File: src/core/quad_mux_pkg.sv
// shared constants, types and baud table for the four-line serial multiplexer
package quad_mux_pkg;
    localparam int CLK_HZ = 40_000_000;
    localparam int CLK_PERIOD_NS = 25;
    localparam int NUM_LINES = 4;
    // bottom entry of the silo stays hidden this long after a pop
    localparam int MOVE_DOWN_NS = 1000;
    localparam int MOVE_DOWN_CYC = (MOVE_DOWN_NS + CLK_PERIOD_NS - 1) / CLK_PERIOD_NS;
    localparam logic [5:0] SETTLE_CYC = 6'(MOVE_DOWN_CYC);
    localparam int SILO_DEPTH = 16;
    localparam int SILO_AW = 4;
    localparam logic [SILO_AW:0] SILO_FULL = 5'(SILO_DEPTH);

    // register word indices
    localparam logic [1:0] REG_CSR = 2'h0;
    localparam logic [1:0] REG_RXBUF = 2'h1;
    localparam logic [1:0] REG_TCR = 2'h2;
    localparam logic [1:0] REG_TDR = 2'h3;

    // control_status_reg fields
    localparam int CSR_CLR_BIT = 4;
    localparam int CSR_MSE_BIT = 5;
    localparam int CSR_RIE_BIT = 6;
    localparam int CSR_RDONE_BIT = 7;
    localparam int CSR_TRANSMIT_LINE_FIELD_LSB = 8;
    localparam int CSR_TIE_BIT = 14;
    localparam int CSR_TRANSMITTER_READY_BIT = 15;
    // receive_silo_read_reg fields
    localparam int RX_LINE_LSB = 8;
    localparam int RX_VALID_BIT = 15;
    // line_param_reg fields
    localparam int LP_LINE_LSB = 0;
    localparam int LP_LEN_LSB = 3;
    localparam int LP_STOP_BIT = 5;
    localparam int LP_PAREN_BIT = 6;
    localparam int LP_ODD_BIT = 7;
    localparam int LP_SPEED_LSB = 8;
    // transmit_control_reg, transmit_data_reg, modem_status_reg fields
    localparam int TCR_EN_LSB = 0;
    localparam int TCR_DTR_LSB = 8;
    localparam int TDR_BRK_LSB = 8;
    localparam int MSR_RING_LSB = 0;
    localparam int MSR_CARR_LSB = 8;

    // reset values and interrupt vectors
    localparam logic [3:0] LINE_EN_RST = 4'h0;
    localparam logic [3:0] DTR_RST = 4'h0;
    localparam logic [3:0] BRK_RST = 4'h0;
    localparam logic [2:0] IRQ_VEC_RX = 3'h0;
    localparam logic [2:0] IRQ_VEC_TX = 3'h4;

    typedef struct packed {
        logic [3:0] speed;
        logic par_odd;
        logic par_en;
        logic stop2;
        logic [1:0] len;
    } line_cfg_t;

    typedef struct packed {
        logic [1:0] line;
        logic [7:0] data;
    } rx_char_t;

    localparam line_cfg_t CFG_RST = line_cfg_t'(9'h000);

    // clock cycles per bit; zero marks the unused code
    function automatic logic [19:0] baud_div(input logic [3:0] code);
        case (code)
            4'h0: baud_div = 20'(CLK_HZ / 50);
            4'h1: baud_div = 20'(CLK_HZ / 75);
            4'h2: baud_div = 20'(CLK_HZ / 110);
            4'h3: baud_div = 20'(CLK_HZ * 2 / 269);
            4'h4: baud_div = 20'(CLK_HZ / 150);
            4'h5: baud_div = 20'(CLK_HZ / 300);
            4'h6: baud_div = 20'(CLK_HZ / 600);
            4'h7: baud_div = 20'(CLK_HZ / 1200);
            4'h8: baud_div = 20'(CLK_HZ / 1800);
            4'h9: baud_div = 20'(CLK_HZ / 2000);
            4'ha: baud_div = 20'(CLK_HZ / 2400);
            4'hb: baud_div = 20'(CLK_HZ / 3600);
            4'hc: baud_div = 20'(CLK_HZ / 4800);
            4'hd: baud_div = 20'(CLK_HZ / 7200);
            4'he: baud_div = 20'(CLK_HZ / 9600);
            default: baud_div = 20'h00000;
        endcase
    endfunction : baud_div
endpackage : quad_mux_pkg

File: src/core/rx_silo.sv
// shared receive silo with pop-on-read and move-down delay
module rx_silo import quad_mux_pkg::*; (
    // clock and reset
    input wire logic i_core_clk,
    input wire logic i_rstn,
    // control
    input wire logic i_flush,
    input wire logic i_push,
    input rx_char_t i_push_data,
    input wire logic i_pop,
    // bottom entry
    output rx_char_t o_bottom,
    output logic o_bottom_valid
);
    rx_char_t mem_ff [SILO_DEPTH];
    rx_char_t nxt_mem [SILO_DEPTH];
    logic [SILO_AW-1:0] wr_ptr_ff, nxt_wr_ptr, rd_ptr_ff, nxt_rd_ptr;
    logic [SILO_AW:0] count_ff, nxt_count;
    logic [5:0] settle_ff, nxt_settle;
    logic do_push, do_pop;

    assign o_bottom = mem_ff[rd_ptr_ff];
    assign o_bottom_valid = (count_ff != '0) && (settle_ff == 6'h00); // RL4
    assign do_pop = i_pop && o_bottom_valid;
    // characters arriving while full are dropped
    assign do_push = i_push && (count_ff != SILO_FULL);

    always_comb begin
        nxt_mem = mem_ff;
        nxt_wr_ptr = wr_ptr_ff;
        nxt_rd_ptr = rd_ptr_ff;
        nxt_count = count_ff;
        nxt_settle = (settle_ff != 6'h00) ? settle_ff - 6'h01 : settle_ff;
        if (do_push) begin
            nxt_mem[wr_ptr_ff] = i_push_data;
            nxt_wr_ptr = wr_ptr_ff + 4'h1;
        end
        if (do_pop) begin
            nxt_rd_ptr = rd_ptr_ff + 4'h1; // RL1
            nxt_settle = SETTLE_CYC; // RL4
        end
        if (do_push && !do_pop) begin
            nxt_count = count_ff + 5'h01;
        end else if (do_pop && !do_push) begin
            nxt_count = count_ff - 5'h01;
        end
        if (i_flush) begin
            nxt_wr_ptr = '0;
            nxt_rd_ptr = '0;
            nxt_count = '0;
            nxt_settle = 6'h00;
        end
    end

    always_ff @(posedge i_core_clk or negedge i_rstn) begin
        if (!i_rstn) begin
            for (int i = 0; i < SILO_DEPTH; i++) begin
                mem_ff[i] <= rx_char_t'(10'h000);
            end
            wr_ptr_ff <= '0;
            rd_ptr_ff <= '0;
            count_ff <= '0;
            settle_ff <= 6'h00;
        end else begin
            mem_ff <= nxt_mem;
            wr_ptr_ff <= nxt_wr_ptr;
            rd_ptr_ff <= nxt_rd_ptr;
            count_ff <= nxt_count;
            settle_ff <= nxt_settle;
        end
    end

    a_pop_advances: assert property (@(posedge i_core_clk) disable iff (!i_rstn) // RL3
        (i_pop && o_bottom_valid && !i_push && !i_flush) |=> (count_ff == $past(count_ff) - 5'h01))
        else $error("silo did not advance on read");
    a_move_down_hold: assert property (@(posedge i_core_clk) disable iff (!i_rstn) // RL4
        (do_pop && !i_flush) |=> !o_bottom_valid [*8])
        else $error("next entry visible too soon after pop");
endmodule : rx_silo

File: src/core/line_tx.sv
// one double-buffered serial transmitter with break forcing
module line_tx import quad_mux_pkg::*; (
    // clock and reset
    input wire logic i_core_clk,
    input wire logic i_rstn,
    // control
    input wire logic i_clear,
    input line_cfg_t i_cfg,
    input wire logic i_load,
    input wire logic [7:0] i_char,
    input wire logic i_break,
    // status and line
    output logic o_buf_empty,
    output logic o_txd
);
    logic [19:0] div_ff, nxt_div;
    logic [7:0] hold_ff, nxt_hold;
    logic hold_full_ff, nxt_hold_full;
    logic [11:0] shift_ff, nxt_shift;
    logic [3:0] bits_ff, nxt_bits;
    logic txd_ff, nxt_txd;
    logic [11:0] frame;
    logic [3:0] nlen;
    logic par;
    logic [19:0] rate;

    assign o_buf_empty = !hold_full_ff;
    assign o_txd = txd_ff;
    assign rate = baud_div(i_cfg.speed);
    assign nlen = 4'h5 + {2'b00, i_cfg.len};

    always_comb begin
        frame = 12'hfff;
        frame[0] = 1'b0;
        par = i_cfg.par_odd;
        for (int i = 0; i < 8; i++) begin
            if (4'(i) < nlen) begin
                frame[1 + i] = hold_ff[i];
                par = par ^ hold_ff[i];
            end
        end
        if (i_cfg.par_en) begin
            frame[4'h1 + nlen] = par;
        end
    end

    always_comb begin
        nxt_div = div_ff;
        nxt_hold = hold_ff;
        nxt_hold_full = hold_full_ff;
        nxt_shift = shift_ff;
        nxt_bits = bits_ff;
        // break only masks the pin; the shifter keeps draining the buffer
        if (bits_ff != 4'h0) begin // RL15
            if (div_ff == 20'h00000) begin
                nxt_shift = {1'b1, shift_ff[11:1]};
                nxt_bits = bits_ff - 4'h1;
                nxt_div = rate - 20'h00001;
            end else begin
                nxt_div = div_ff - 20'h00001;
            end
        end else if (hold_full_ff && rate != 20'h00000) begin
            nxt_shift = frame;
            nxt_bits = 4'h2 + nlen + {3'b000, i_cfg.par_en} + {3'b000, i_cfg.stop2};
            nxt_div = rate - 20'h00001;
            nxt_hold_full = 1'b0;
        end
        if (i_load) begin
            nxt_hold = i_char;
            nxt_hold_full = 1'b1;
        end
        if (i_clear) begin
            nxt_div = 20'h00000;
            nxt_hold_full = 1'b0;
            nxt_bits = 4'h0;
            nxt_shift = 12'hfff;
        end
        if (i_break) begin
            nxt_txd = 1'b0; // RL14
        end else begin
            nxt_txd = (nxt_bits != 4'h0) ? nxt_shift[0] : 1'b1; // RL13
        end
    end

    always_ff @(posedge i_core_clk or negedge i_rstn) begin
        if (!i_rstn) begin
            div_ff <= 20'h00000;
            hold_ff <= 8'h00;
            hold_full_ff <= 1'b0;
            shift_ff <= 12'hfff;
            bits_ff <= 4'h0;
            txd_ff <= 1'b1;
        end else begin
            div_ff <= nxt_div;
            hold_ff <= nxt_hold;
            hold_full_ff <= nxt_hold_full;
            shift_ff <= nxt_shift;
            bits_ff <= nxt_bits;
            txd_ff <= nxt_txd;
        end
    end

    a_break_low: assert property (@(posedge i_core_clk) disable iff (!i_rstn) // RL14
        i_break |=> !o_txd)
        else $error("line not held low during break");
    a_idle_mark: assert property (@(posedge i_core_clk) disable iff (!i_rstn) // RL13
        (bits_ff == 4'h0 && !hold_full_ff && !i_break) |=> o_txd)
        else $error("idle line not at one");
endmodule : line_tx

File: src/core/quad_async_mux_tx_scan_modem.sv
// four-line serial multiplexer: silo reads, transmit scanner, break and modem control
//
// Overview of operation
// (RL1) receive read returns bottom entry, then pops
// (RL2) every receive word carries data-valid flag
// (RL3) any receive read pops the silo
// (RL4) successive receive reads one microsecond apart
// (RL5) host sets formats and scan enable first
// (RL6) line enables writable by word or byte
// (RL7) scanner seeks enabled lines with empty buffer
// (RL8) found line: set line field, ready, request
// (RL9) char load or enable clear drops ready
// (RL10) line 3 highest priority, line 0 lowest
// (RL11) host loads only for indicated line
// (RL12) host stops line by clearing enable
// (RL13) idle serial output sits at one
// (RL14) break bit holds output at zero
// (RL15) scanner keeps serving lines under break
// (RL16) host brackets break with all-zero characters
// (RL17) terminal-ready bits drive outputs directly
// (RL18) terminal-ready cleared by reset, not clear
// (RL19) carrier and ring bits read live, read-only
// (RL20) modem input changes raise no interrupt
// (RL21) modem logic independent of receive, transmit
// (RL22) ready at bit 15, receive wins ties
// (RL23) each request gated by its own enable
// (RL24) scanner idle while scan enable clear
//
// Added by the designer: the register offsets and the address-and-strobe port.
module quad_async_mux_tx_scan_modem import quad_mux_pkg::*; (
    // clock and reset
    input wire logic i_core_clk,
    input wire logic i_rstn,
    // register port
    input wire logic [1:0] i_addr,
    input wire logic [15:0] i_wdata,
    input wire logic [1:0] i_byte_en,
    input wire logic i_wr,
    input wire logic i_rd,
    output logic [15:0] o_rdata,
    // characters from the receivers
    input wire logic i_rx_valid,
    input rx_char_t i_rx_char,
    // serial outputs
    output logic [NUM_LINES-1:0] o_txd,
    // modem signals
    output logic [NUM_LINES-1:0] o_term_ready,
    input wire logic [NUM_LINES-1:0] i_carrier_in,
    input wire logic [NUM_LINES-1:0] i_ring_in,
    // interrupt request
    output logic o_irq_req,
    output logic [2:0] o_irq_vector
);
    logic mse_ff, nxt_mse, rie_ff, nxt_rie, tie_ff, nxt_tie, transmitter_ready_ff, nxt_transmitter_ready;
    logic [1:0] transmit_line_field_ff, nxt_transmit_line_field;
    logic [NUM_LINES-1:0] line_en_ff, nxt_line_en, dtr_ff, nxt_dtr, brk_ff, nxt_brk;
    line_cfg_t cfg_ff [NUM_LINES];
    line_cfg_t nxt_cfg [NUM_LINES];
    logic [NUM_LINES-1:0] carr_s1_ff, carr_s2_ff, ring_s1_ff, ring_s2_ff;
    logic [15:0] rdata_ff, nxt_rdata;
    logic [NUM_LINES-1:0] buf_empty, eligible;
    logic [1:0] pick;
    logic found, sw_clear, char_wr, silo_pop, silo_valid, rx_req, tx_req;
    logic [1:0] lp_line;
    rx_char_t silo_bottom;

    assign sw_clear = i_wr && i_addr == REG_CSR && i_byte_en[0] && i_wdata[CSR_CLR_BIT];
    assign char_wr = i_wr && i_addr == REG_TDR && i_byte_en[0];
    // any read strobe at the receive buffer word pops a visible bottom entry, so test reads lose the character too
    assign silo_pop = i_rd && i_addr == REG_RXBUF; // RL3
    assign lp_line = i_wdata[LP_LINE_LSB +: 2];

    rx_silo u_silo (
        .i_core_clk(i_core_clk),
        .i_rstn(i_rstn),
        .i_flush(sw_clear),
        .i_push(i_rx_valid),
        .i_push_data(i_rx_char),
        .i_pop(silo_pop),
        .o_bottom(silo_bottom),
        .o_bottom_valid(silo_valid)
    );

    for (genvar g = 0; g < NUM_LINES; g++) begin : g_line
        line_tx u_tx (
            .i_core_clk(i_core_clk),
            .i_rstn(i_rstn),
            .i_clear(sw_clear),
            .i_cfg(cfg_ff[g]),
            .i_load(char_wr && transmit_line_field_ff == 2'(g)),
            .i_char(i_wdata[7:0]),
            .i_break(brk_ff[g]),
            .o_buf_empty(buf_empty[g]),
            .o_txd(o_txd[g])
        );
    end

    // scanner search, later lines overwrite so the highest wins
    always_comb begin
        eligible = line_en_ff & buf_empty; // RL7
        found = |eligible;
        pick = 2'h0;
        for (int i = 0; i < NUM_LINES; i++) begin
            if (eligible[i]) begin
                pick = 2'(i); // RL10
            end
        end
    end

    // control and scanner state
    always_comb begin
        nxt_mse = mse_ff;
        nxt_rie = rie_ff;
        nxt_tie = tie_ff;
        nxt_transmitter_ready = transmitter_ready_ff;
        nxt_transmit_line_field = transmit_line_field_ff;
        if (i_wr && i_addr == REG_CSR && i_byte_en[0]) begin
            nxt_mse = i_wdata[CSR_MSE_BIT];
            nxt_rie = i_wdata[CSR_RIE_BIT];
        end
        if (i_wr && i_addr == REG_CSR && i_byte_en[1]) begin
            nxt_tie = i_wdata[CSR_TIE_BIT];
        end
        if (transmitter_ready_ff && (char_wr || !nxt_line_en[transmit_line_field_ff])) begin
            nxt_transmitter_ready = 1'b0; // RL9
        end else if (!transmitter_ready_ff && mse_ff && found) begin
            nxt_transmitter_ready = 1'b1; // RL8
            nxt_transmit_line_field = pick; // RL8
        end
        if (!nxt_mse) begin
            nxt_transmitter_ready = 1'b0; // RL24
        end
        if (sw_clear) begin
            nxt_mse = 1'b0;
            nxt_rie = 1'b0;
            nxt_tie = 1'b0;
            nxt_transmitter_ready = 1'b0;
            nxt_transmit_line_field = 2'h0;
        end
    end

    always_ff @(posedge i_core_clk or negedge i_rstn) begin
        if (!i_rstn) begin
            mse_ff <= 1'b0;
            rie_ff <= 1'b0;
            tie_ff <= 1'b0;
            transmitter_ready_ff <= 1'b0;
            transmit_line_field_ff <= 2'h0;
        end else begin
            mse_ff <= nxt_mse;
            rie_ff <= nxt_rie;
            tie_ff <= nxt_tie;
            transmitter_ready_ff <= nxt_transmitter_ready;
            transmit_line_field_ff <= nxt_transmit_line_field;
        end
    end

    // line enables, terminal ready, break and line parameters
    always_comb begin
        nxt_line_en = line_en_ff;
        nxt_dtr = dtr_ff;
        nxt_brk = brk_ff;
        nxt_cfg = cfg_ff;
        if (i_wr && i_addr == REG_TCR && i_byte_en[0]) begin
            nxt_line_en = i_wdata[TCR_EN_LSB +: NUM_LINES]; // RL6
        end
        // no interlock with the scanner or silo
        if (i_wr && i_addr == REG_TCR && i_byte_en[1]) begin
            nxt_dtr = i_wdata[TCR_DTR_LSB +: NUM_LINES]; // RL17 RL21
        end
        if (i_wr && i_addr == REG_TDR && i_byte_en[1]) begin
            nxt_brk = i_wdata[TDR_BRK_LSB +: NUM_LINES]; // RL14
        end
        if (i_wr && i_addr == REG_RXBUF && i_byte_en[0]) begin
            nxt_cfg[lp_line].len = i_wdata[LP_LEN_LSB +: 2];
            nxt_cfg[lp_line].stop2 = i_wdata[LP_STOP_BIT];
            nxt_cfg[lp_line].par_en = i_wdata[LP_PAREN_BIT];
            nxt_cfg[lp_line].par_odd = i_wdata[LP_ODD_BIT];
        end
        if (i_wr && i_addr == REG_RXBUF && i_byte_en[1]) begin
            nxt_cfg[lp_line].speed = i_wdata[LP_SPEED_LSB +: 4];
        end
        // terminal ready survives a software clear
        if (sw_clear) begin
            nxt_line_en = LINE_EN_RST;
            nxt_brk = BRK_RST; // RL18
            for (int i = 0; i < NUM_LINES; i++) begin
                nxt_cfg[i] = CFG_RST;
            end
        end
    end

    always_ff @(posedge i_core_clk or negedge i_rstn) begin
        if (!i_rstn) begin
            line_en_ff <= LINE_EN_RST;
            dtr_ff <= DTR_RST; // RL18
            brk_ff <= BRK_RST;
            for (int i = 0; i < NUM_LINES; i++) begin
                cfg_ff[i] <= CFG_RST;
            end
        end else begin
            line_en_ff <= nxt_line_en;
            dtr_ff <= nxt_dtr;
            brk_ff <= nxt_brk;
            cfg_ff <= nxt_cfg;
        end
    end

    // modem inputs are pins, two flops before use
    always_ff @(posedge i_core_clk or negedge i_rstn) begin
        if (!i_rstn) begin
            carr_s1_ff <= '0;
            carr_s2_ff <= '0;
            ring_s1_ff <= '0;
            ring_s2_ff <= '0;
        end else begin
            carr_s1_ff <= i_carrier_in;
            carr_s2_ff <= carr_s1_ff;
            ring_s1_ff <= i_ring_in;
            ring_s2_ff <= ring_s1_ff;
        end
    end

    // read data stand only in the cycle after the strobe
    always_comb begin
        nxt_rdata = 16'h0000;
        if (i_rd) begin
            case (i_addr)
                REG_CSR: begin
                    nxt_rdata[CSR_MSE_BIT] = mse_ff;
                    nxt_rdata[CSR_RIE_BIT] = rie_ff;
                    nxt_rdata[CSR_RDONE_BIT] = silo_valid;
                    nxt_rdata[CSR_TRANSMIT_LINE_FIELD_LSB +: 2] = transmit_line_field_ff;
                    nxt_rdata[CSR_TIE_BIT] = tie_ff;
                    nxt_rdata[CSR_TRANSMITTER_READY_BIT] = transmitter_ready_ff; // RL22
                end
                REG_RXBUF: begin
                    if (silo_valid) begin
                        nxt_rdata[7:0] = silo_bottom.data; // RL1
                        nxt_rdata[RX_LINE_LSB +: 2] = silo_bottom.line;
                        nxt_rdata[RX_VALID_BIT] = 1'b1; // RL2
                    end
                end
                REG_TCR: begin
                    nxt_rdata[TCR_EN_LSB +: NUM_LINES] = line_en_ff;
                    nxt_rdata[TCR_DTR_LSB +: NUM_LINES] = dtr_ff;
                end
                REG_TDR: begin
                    nxt_rdata[MSR_RING_LSB +: NUM_LINES] = ring_s2_ff; // RL19
                    nxt_rdata[MSR_CARR_LSB +: NUM_LINES] = carr_s2_ff; // RL19
                end
                default: begin
                    nxt_rdata = 16'h0000;
                end
            endcase
        end
    end

    always_ff @(posedge i_core_clk or negedge i_rstn) begin
        if (!i_rstn) begin
            rdata_ff <= 16'h0000;
        end else begin
            rdata_ff <= nxt_rdata;
        end
    end

    assign o_rdata = rdata_ff;
    assign o_term_ready = dtr_ff; // RL17
    assign rx_req = rie_ff && silo_valid; // RL23
    assign tx_req = tie_ff && transmitter_ready_ff; // RL8 RL23
    // modem inputs take no part in the request
    assign o_irq_req = rx_req || tx_req; // RL20
    assign o_irq_vector = rx_req ? IRQ_VEC_RX : IRQ_VEC_TX; // RL22

    a_scan_sets_ready: assert property (@(posedge i_core_clk) disable iff (!i_rstn) // RL8
        (mse_ff && nxt_mse && !transmitter_ready_ff && found && !sw_clear)
        |=> (transmitter_ready_ff && transmit_line_field_ff == $past(pick)))
        else $error("scanner missed an eligible line");
    a_load_drops_ready: assert property (@(posedge i_core_clk) disable iff (!i_rstn) // RL9
        (transmitter_ready_ff && char_wr) |=> !transmitter_ready_ff)
        else $error("ready not cleared by character load");
    a_top_priority: assert property (@(posedge i_core_clk) disable iff (!i_rstn) // RL10
        (mse_ff && nxt_mse && !transmitter_ready_ff && eligible[3] && !sw_clear) |=> (transmit_line_field_ff == 2'h3))
        else $error("line 3 not served first");
    a_scan_disabled: assert property (@(posedge i_core_clk) disable iff (!i_rstn) // RL24
        !mse_ff |-> !transmitter_ready_ff)
        else $error("ready set with scan disabled");
    a_empty_flag: assert property (@(posedge i_core_clk) disable iff (!i_rstn) // RL2
        (silo_pop && !silo_valid) |=> !o_rdata[RX_VALID_BIT])
        else $error("valid flag set on empty silo");
    a_read_pops: assert property (@(posedge i_core_clk) disable iff (!i_rstn) // RL1
        (silo_pop && silo_valid)
        |=> (o_rdata[RX_VALID_BIT] && o_rdata[7:0] == $past(silo_bottom.data) && !silo_valid))
        else $error("receive read did not return and pop bottom");
    a_ready_keep_clear: assert property (@(posedge i_core_clk) disable iff (!i_rstn) // RL18
        sw_clear |=> (o_term_ready == $past(dtr_ff)))
        else $error("terminal ready lost on software clear");
    a_ready_write: assert property (@(posedge i_core_clk) disable iff (!i_rstn) // RL17
        (i_wr && i_addr == REG_TCR && i_byte_en[1])
        |=> (o_term_ready == $past(i_wdata[TCR_DTR_LSB +: NUM_LINES])))
        else $error("terminal ready not following write");
endmodule : quad_async_mux_tx_scan_modem

File: config.mk
export PLATFORM = sky130hd
export DESIGN_NAME = quad_async_mux_tx_scan_modem
export DESIGN_NICKNAME = d
export VERILOG_FILES = /design/src/core/quad_mux_pkg.sv /design/src/core/rx_silo.sv /design/src/core/line_tx.sv /design/src/core/quad_async_mux_tx_scan_modem.sv
export SDC_FILE = /design/constraint.sdc
export NUM_CORES = 1
export LEC_CHECK = 0
export BUFFER_PORTS_ARGS = -buffer_cell sky130_fd_sc_hd__buf_2
export CAP_MARGIN = 20
export CORE_UTILIZATION = 45
export DETAILED_ROUTE_END_ITERATION = 10
export PLACE_DENSITY = 0.62
export SLEW_MARGIN = 20
export SYNTH_ARGS = -nofsm -noshare
export SYNTH_HDL_FRONTEND = slang
export SYNTH_SLANG_ARGS = --single-unit
File: constraint.sdc
create_clock -name i_core_clk -period 4.97 [get_ports i_core_clk]
set_clock_uncertainty 0.2 [all_clocks]
set_input_delay 0.497 -clock i_core_clk [delete_from_list [all_inputs] [get_ports i_core_clk]]
set_output_delay 0.497 -clock i_core_clk [all_outputs]
set_load 0.005 [all_outputs]
After elaboration in Yosys (flattened, before gate mapping)
Memory sizes are Yosys's and may differ from the RTL's.
Index checks and enable logic that the tools add are counted.
{"block": "totals", "ff_bits": 449, "n_memories": 4, "out_inout_bits": 28, "wordCells": 551, "input_bits": 43, "rom_bits": 1280}
{"name": "(no name shown)", "words": 16, "word_bits": 20, "rd": 1, "rd_ports_with_merged_regs": 0, "wr": 0, "line": "quad_mux_pkg.sv:69", "source": "case (code)"}
{"name": "(no name shown)", "words": 16, "word_bits": 20, "rd": 1, "rd_ports_with_merged_regs": 0, "wr": 0, "line": "quad_mux_pkg.sv:69"}
{"name": "(no name shown)", "words": 16, "word_bits": 20, "rd": 1, "rd_ports_with_merged_regs": 0, "wr": 0, "line": "quad_mux_pkg.sv:69"}
{"name": "(no name shown)", "words": 16, "word_bits": 20, "rd": 1, "rd_ports_with_merged_regs": 0, "wr": 0, "line": "quad_mux_pkg.sv:69"}
{"block": "op_classes", "reduce_logical": 95, "n_mux": 219, "eq_ne": 17, "n_addsub": 37, "n_bitwise": 36, "n_lt_le_gt_ge": 46}
{"operator": "$mux W20", "count": 16}
{"operator": "$mux W12", "count": 20}
{"operator": "$bwmux W36", "count": 5}
{"operator": "$bwmux W160", "count": 1}
{"operator": "$sub A20 B1 Y20 const B", "count": 8}
{"operator": "$mux W36", "count": 3}
{"operator": "$mux W1", "count": 107}
{"operator": "$mux W4", "count": 25}
{"operator": "$demux W9 S2", "count": 5}
{"operator": "$logic_not A20 Y1", "count": 4}
{"operator": "$reduce_bool A20 Y1", "count": 4}
{"operator": "$lt A3 B4 Y1 const A", "count": 16}
{"operator": "$bwmux W12", "count": 4}
{"operator": "$bmux W10 S4", "count": 1}
{"operator": "$demux W10 S4", "count": 1}
{"operator": "$mux W10", "count": 4}
{"operator": "$logic_and A1 B1 Y1", "count": 38}
{"operator": "$add A4 B1 Y4", "count": 8}
{"operator": "$lt A1 B4 Y1 const A", "count": 8}
{"operator": "$lt A2 B4 Y1 const A", "count": 8}
{"operator": "$reduce_bool A4 Y1", "count": 8}
{"operator": "$xor A1 B1 Y1", "count": 32}
{"operator": "$reduce_bool A3 Y1", "count": 10}
{"operator": "$lt A4 B5 Y1 const B", "count": 4}
{"operator": "47 further kinds", "count": 110}

Longest topological paths before layout
{"block": "logic_depth", "depth_word": 24, "ltp_mapped": 17, "depth_no_buf": 16}

By module
From an unflattened synthesis, not the netlist that was laid out.
{"block": "unflattened", "hier_cells": 2641, "area_unflattened_um2": 27014.7}
{"mod": "rx_silo", "cells_each": 530, "area_per_inst_um2": 8516.9, "instances": 1, "seq_area_each_um2": 4479.3}
{"mod": "line_tx at g_line[0].u_tx ...", "cells_each": 448, "area_per_inst_um2": 3679.8, "instances": 2, "seq_area_each_um2": 1167.4}
{"mod": "line_tx at g_line[3].u_tx", "cells_each": 466, "area_per_inst_um2": 3922.5, "instances": 1, "seq_area_each_um2": 1167.4}
{"mod": "line_tx at g_line[1].u_tx", "cells_each": 443, "area_per_inst_um2": 3632.2, "instances": 1, "seq_area_each_um2": 1167.4}
{"mod": "quad_async_mux_tx_scan_modem", "cells_each": 306, "area_per_inst_um2": 3583.4, "instances": 1, "seq_area_each_um2": 2102.0}

Least setup slack after synthesis
No wires, ideal clock.
{"block": "synth_timing", "path_type": "register to register", "from": "register cfg_ff[23] (netlist bit)", "to": "register g_line[1].u_tx.div_ff[11]", "setup_ps": 121, "synth_period_minus_slack_ps": 3611, "path_stages_with_launch": 12, "path_slack_ps": 1359, "required_time_ps": 4649, "path_buffers": 3, "t_arrival_ps": 3290, "cell_sequence": "dfrtp_1 buf_2 inv_1 ha_1 mux4_2 or4b_4 or4b_1 buf_6 o21ai_4 nand2_1 buf_2 a22o_1"}
{"block": "synth_via", "elab_chain_cells": 5, "elab_cells_between_ends": 9, "cone_classes": "add/sub (1); mux (4); reduce/logical (3); memory (1)"}
{"item": "start: declaration", "line": "quad_async_mux_tx_scan_modem.sv:57", "source": "line_cfg_t cfg_ff [NUM_LINES];"}
{"item": "start signal: assignment", "line": "quad_async_mux_tx_scan_modem.sv:205", "source": "cfg_ff <= nxt_cfg;"}
{"item": "$mem_v2 Z16 W20 *"}
{"item": "$sub A20 B1 Y20", "line": "line_tx.sv:58, line_tx.sv:65"}
{"item": "$mux W20, on equally long branches", "line": "line_tx.sv:62, line_tx.sv:55"}
{"item": "$mux W20", "line": "line_tx.sv:54", "source": "if (bits_ff != 4'h0) begin"}
{"item": "$mux W20", "line": "line_tx.sv:72", "source": "if (i_clear) begin"}
{"item": "end signal: assignment", "line": "line_tx.sv:94", "source": "div_ff <= nxt_div;"}
{"item": "end: declaration", "line": "line_tx.sv:16", "source": "logic [19:0] div_ff, nxt_div;"}
Mark *: on every way between the ends. The rest lies on a longest branch, timed or not. The select of a mux whose other input is x is not followed.
A chain may end at the register's enable or synchronous reset.

Worst setup path after layout
{"block": "layout_timing", "from": "register cfg_ff[23] (netlist bit)", "to": "register g_line[1].u_tx.div_ff[14]"}
The elaborated chain is that of the path after synthesis.

==> metrics list <==
* Reg2reg start: cfg_ff[23]
* Dpl hpwl: 44.0 mm
- Root Buffer: sky130_fd_sc_hd__clkbuf_16
- The synthesized netlist occupies a cell area of 25,800 um2.
- The synthesized design contains 447 register bits.
- Power dissipated by switching net loads: 6.05 mW
- Worst Setup Start Kind: flip-flop
- met2 is the most crowded layer.
* Worst Path Buf+Inv: 1
- After clock tree synthesis, the clock-pin slew on the worst setup and hold paths is 0.06 ns.
- Of the total power, combinational logic draws 38.2%.
- In this run the worst setup path begins at cfg_ff[23].
- Number of levels in the clock H-tree: 2
- For met3 alone, demand over resource in global routing was 3.63%.
* Met2 GRT Util: 36.3%
- In the global route stage, met1 resource usage came out at 30.4%.
- Type of the worst setup path: reg2reg
* Antenna violations before repair: 6
- Number of failing hold endpoints at the final stage: 0
* Violation count after the first detailed-route iteration: 1,463
- Counting the buffers created by CTS gives 49.
- Switching Share: 36.6%
* Width of the die: 242 um
- In this run the worst setup path terminates at g_line[1].u_tx.div_ff[14].
- The routed design has 65.6 mm of wire.
- Die Y: 242 um
- In the final timing run, aggregate negative setup slack is 0 ns.
* Ratio of total power to cell area: 580 nW/um2
- Setup repair after global routing left no endpoint under its margin.
- In the post-route analysis, the smallest setup slack over all paths is 0.488 ns.
* Pin count of the biggest net entering global routing: 113
- Total number of nets in the final design: 2,673
- Max stage delay cell, worst path: sky130_fd_sc_hd__or4b_1
* Number of iterations in the first detailed-routing pass: 5
- Share of power burned in the clock network: 22.8%
- Data arrives at the worst endpoint at 4.77 ns.
- The clock period could shrink to 4.48 ns.
- The detail route stage leaves a number of antenna-violating nets equal to 0.
* Final Setup Violations: 0
- Class of the tightest hold or removal check: in2reg
- Based on the critical path, the design can be clocked at up to 0.223 GHz.
- In this run the register-to-register setup slack is 0.49 ns.
- Inst Count DP: 3,238
- Bufs on Longest Clock Path: 3
- The largest single stage delay on the critical path is 0.73 ns.
- At the end of routability-driven placement, the weighted congestion stood at 0.856.
* Area Overhead vs Synth: 10.4%
* Fin Hold WS: 0.0616 ns
- Post-Place Setup Slack: 0.507 ns
- Count of placed standard cells in the final layout, fillers left out: 3,339
- Dividing the detail-routed via count by the number of cells gives 5.86.
- At the pin with the least slew margin, the transition time is 1.07 ns.
* Seq/Total Area, Yosys: 43.5%
- Along the worst hold path, the cell count comes to 3.
* CP required: 5.25 ns
- Number of instances in the synthesized netlist: 2,541
- Core region area: 56,600 um2
- Counting flops with an async set or reset pin after synthesis yields a share of 100%.
- Synth Warn #: 0
* Routed via count: 19,600
* Effective utilization at floorplan: 45.6%
* Per-instance average area after synthesis: 10.2 um2
- The worst path uses 90.2% of the clock period.
- Critical path depth in cells: 9
- Cell leakage power: 12.2 nW
- IR analysis of the VDD net gives a maximum drop of 0.000339 V.
- Worst flop-to-flop path endpoint: g_line[1].u_tx.div_ff[14]
* Family with the most delay on the worst path: simple AND/OR/NAND/NOR gates
- Once placement finished, the instance area stood at 26,800 um2.
- In this run the core area contains 87 standard-cell rows.
- Clock latency reported for the late side of the worst-skew pair: 0.61 ns
- The first global-routing pass estimated 106 mm of wire.
* Mean routed wirelength per cell: 19.6 um
- Top flip-flop cell by instance count after synthesis: sky130_fd_sc_hd__dfrtp_1
- The synthesized design contains 0 enable-type register cells.
* Sink Count: 447
- Final std cell area, no fill: 28,500 um2
- The via count of the first global-routing pass was 19,300.
* Number of max-cap violations: 0
- The number of slew-limit violations in the final report is 0.
- Headroom to the max-slew limit: 28.2%
* Worst-path cell chain: inv_1, ha_1, mux4_2, or4b_4, or4b_1, o21ai_4, nand2_1, o22ai_1, a21oi_1
- In the global route stage, overall resource usage came out at 22.3%.
- Endpoint class of the critical path: flip-flop
- Residual overflow from global routing: 0
- Final core area utilization: 50.4%
- In the routed design, unresolved DRC markers number 0.
- In this run, distinct cell masters in the synthesized netlist total 83.
* Boundary Pins: 71
- Along the worst path, the maximum fanout reaches 23.
- TritonCTS built the clock tree.
* Fraction of layout cells with a size suffix above 1: 20.5%
- The completed layout was analyzed and its total power is 16.5 mW.
- In this run, flip-flops and latches consume 39.0% of the power.
- The flow ran to the end, and the final reports show no timing, DRC or antenna violations.
- Internal power comes to 10.5 mW.
- I/O Buffers: 63
- Measured in cells, the most critical reg-to-reg path has a length of 9.
* Die area: 58,400 um2
==> power groups by stage <==
stage	clock (mW)	sequential, mW	combinational, mW
floorplan	0	6.00	5.19
global placement	0	6.40	6.11
detailed placement	0	6.48	6.29
CTS	3.86	6.43	6.33
global route	3.99	6.66	7.00
finish	3.76	6.46	6.32
==> final cells by class <==
cell class                      count  area, um2
Antenna cell                        1       2.50
Clock buffer                       71       1380
Clock inverter                     19        277
Fill cell                        5114      28100
Inverter                           91        342
Multi-Input combinational cell   1849      13600
Sequential cell                   447      11300
Tap cell                          756        946
Timing Repair Buffer              105        716
==> cells by family (layout without fill, tap and decap cells) <==
kind of cell | after synthesis | count (layout) | synth area share, %
flops | 447 | 447 | 43.5
buf+inv | 248 | 286 | 3.91
fa+ha+maj | 87 | 87 | 4.36
simple gates | 766 | 766 | 14.4
other cells | 1 | 5 | 0.0145
compound gates | 563 | 563 | 13.9
xor+xnor | 96 | 96 | 3.25
mux | 333 | 333 | 16.7
==> cell usage in the layout (no fill, tap or decap), types with 60 or more instances in the layout <==
cell                      Yosys  layout
sky130_fd_sc_hd__ha_1        82      82
sky130_fd_sc_hd__nor2_1     226     226
sky130_fd_sc_hd__mux2i_1     60      60
sky130_fd_sc_hd__o21ai_0    143     143
sky130_fd_sc_hd__a21oi_1    153     153
sky130_fd_sc_hd__buf_2       15      62
sky130_fd_sc_hd__mux2_2     216     216
sky130_fd_sc_hd__inv_1       91      91
sky130_fd_sc_hd__xnor2_1     61      61
sky130_fd_sc_hd__dfrtp_1    395     393
sky130_fd_sc_hd__nand2_1    197     196
==> per-layer routing <==
metal | up-vias | wire length (um) | share of wire [%]
met5 | - | 41 | 0.063
met4 | 8 | 1570 | 2.4
met3 | 104 | 3420 | 5.2
met2 | 492 | 31200 | 48
met1 | 9771 | 29300 | 45
li1 | 9193 | - | -
==> cells in the mapped netlist (24+ instances only) <==
cell | count | area share (%)
sky130_fd_sc_hd__a211oi_1 | 30 | 0.87
sky130_fd_sc_hd__a21oi_1 | 153 | 3.0
sky130_fd_sc_hd__a31oi_1 | 26 | 0.63
sky130_fd_sc_hd__buf_1 | 26 | 0.38
sky130_fd_sc_hd__clkbuf_1 | 103 | 1.5
sky130_fd_sc_hd__dfrtp_1 | 395 | 38
sky130_fd_sc_hd__dfstp_2 | 52 | 5.3
sky130_fd_sc_hd__ha_1 | 82 | 4.0
sky130_fd_sc_hd__inv_1 | 91 | 1.3
sky130_fd_sc_hd__mux2_2 | 216 | 9.4
sky130_fd_sc_hd__mux2i_1 | 60 | 2.3
sky130_fd_sc_hd__mux4_2 | 57 | 5.0
sky130_fd_sc_hd__nand2_1 | 197 | 2.9
sky130_fd_sc_hd__nand2b_1 | 26 | 0.63
sky130_fd_sc_hd__nand3_1 | 58 | 1.1
sky130_fd_sc_hd__nor2_1 | 226 | 3.3
sky130_fd_sc_hd__nor2b_1 | 36 | 0.87
sky130_fd_sc_hd__nor3_1 | 58 | 1.1
sky130_fd_sc_hd__nor4_1 | 25 | 0.61
sky130_fd_sc_hd__o21ai_0 | 143 | 2.8
sky130_fd_sc_hd__o22ai_1 | 29 | 0.70
sky130_fd_sc_hd__or3_1 | 24 | 0.58
sky130_fd_sc_hd__xnor2_1 | 61 | 2.1
sky130_fd_sc_hd__xor2_1 | 35 | 1.2
==> worst register-to-register path, cell delays in order (launching register included) <==
cell and delay [ns]:
sky130_fd_sc_hd__dfrtp_1 0.58, sky130_fd_sc_hd__inv_1 0.21, sky130_fd_sc_hd__ha_1 0.31, sky130_fd_sc_hd__mux4_2 0.52, sky130_fd_sc_hd__or4b_4 0.57, sky130_fd_sc_hd__or4b_1 0.73
sky130_fd_sc_hd__o21ai_4 0.33, sky130_fd_sc_hd__nand2_1 0.50, sky130_fd_sc_hd__o22ai_1 0.35, sky130_fd_sc_hd__a21oi_1 0.07
==> state kept, by name (all words and copies together), names as in the netlist, 5 cells and up <==
signal / cells
g_line.u_tx.bits_ff: 16
u_silo.mem_ff: 160
u_silo.settle_ff: 6
cfg_ff: 36
g_line.u_tx.div_ff: 80
o_rdata: 14
g_line.u_tx.shift_ff: 48
u_silo.count_ff: 5
g_line.u_tx.hold_ff: 32
==> worst min path at each step <==
stage               slack, ns          start       endpoint
floorplan               0.001         i_rstn      brk_ff[0]
global placement         0.14  carr_s1_ff[3]  carr_s2_ff[3]
detailed placement       0.14  ring_s1_ff[0]  ring_s2_ff[0]
CTS                      0.02           i_rd    o_rdata[14]
global route             0.04           i_rd    o_rdata[14]
finish                   0.06           i_rd    o_rdata[14]
==> repair_timing <==
item	CTS	global route
buffers inserted	0	0
hold buffers	10	0
hold endpoints to repair	111	0
resized for setup	0	0
Note: power is estimated with default switching activity, not from simulation.
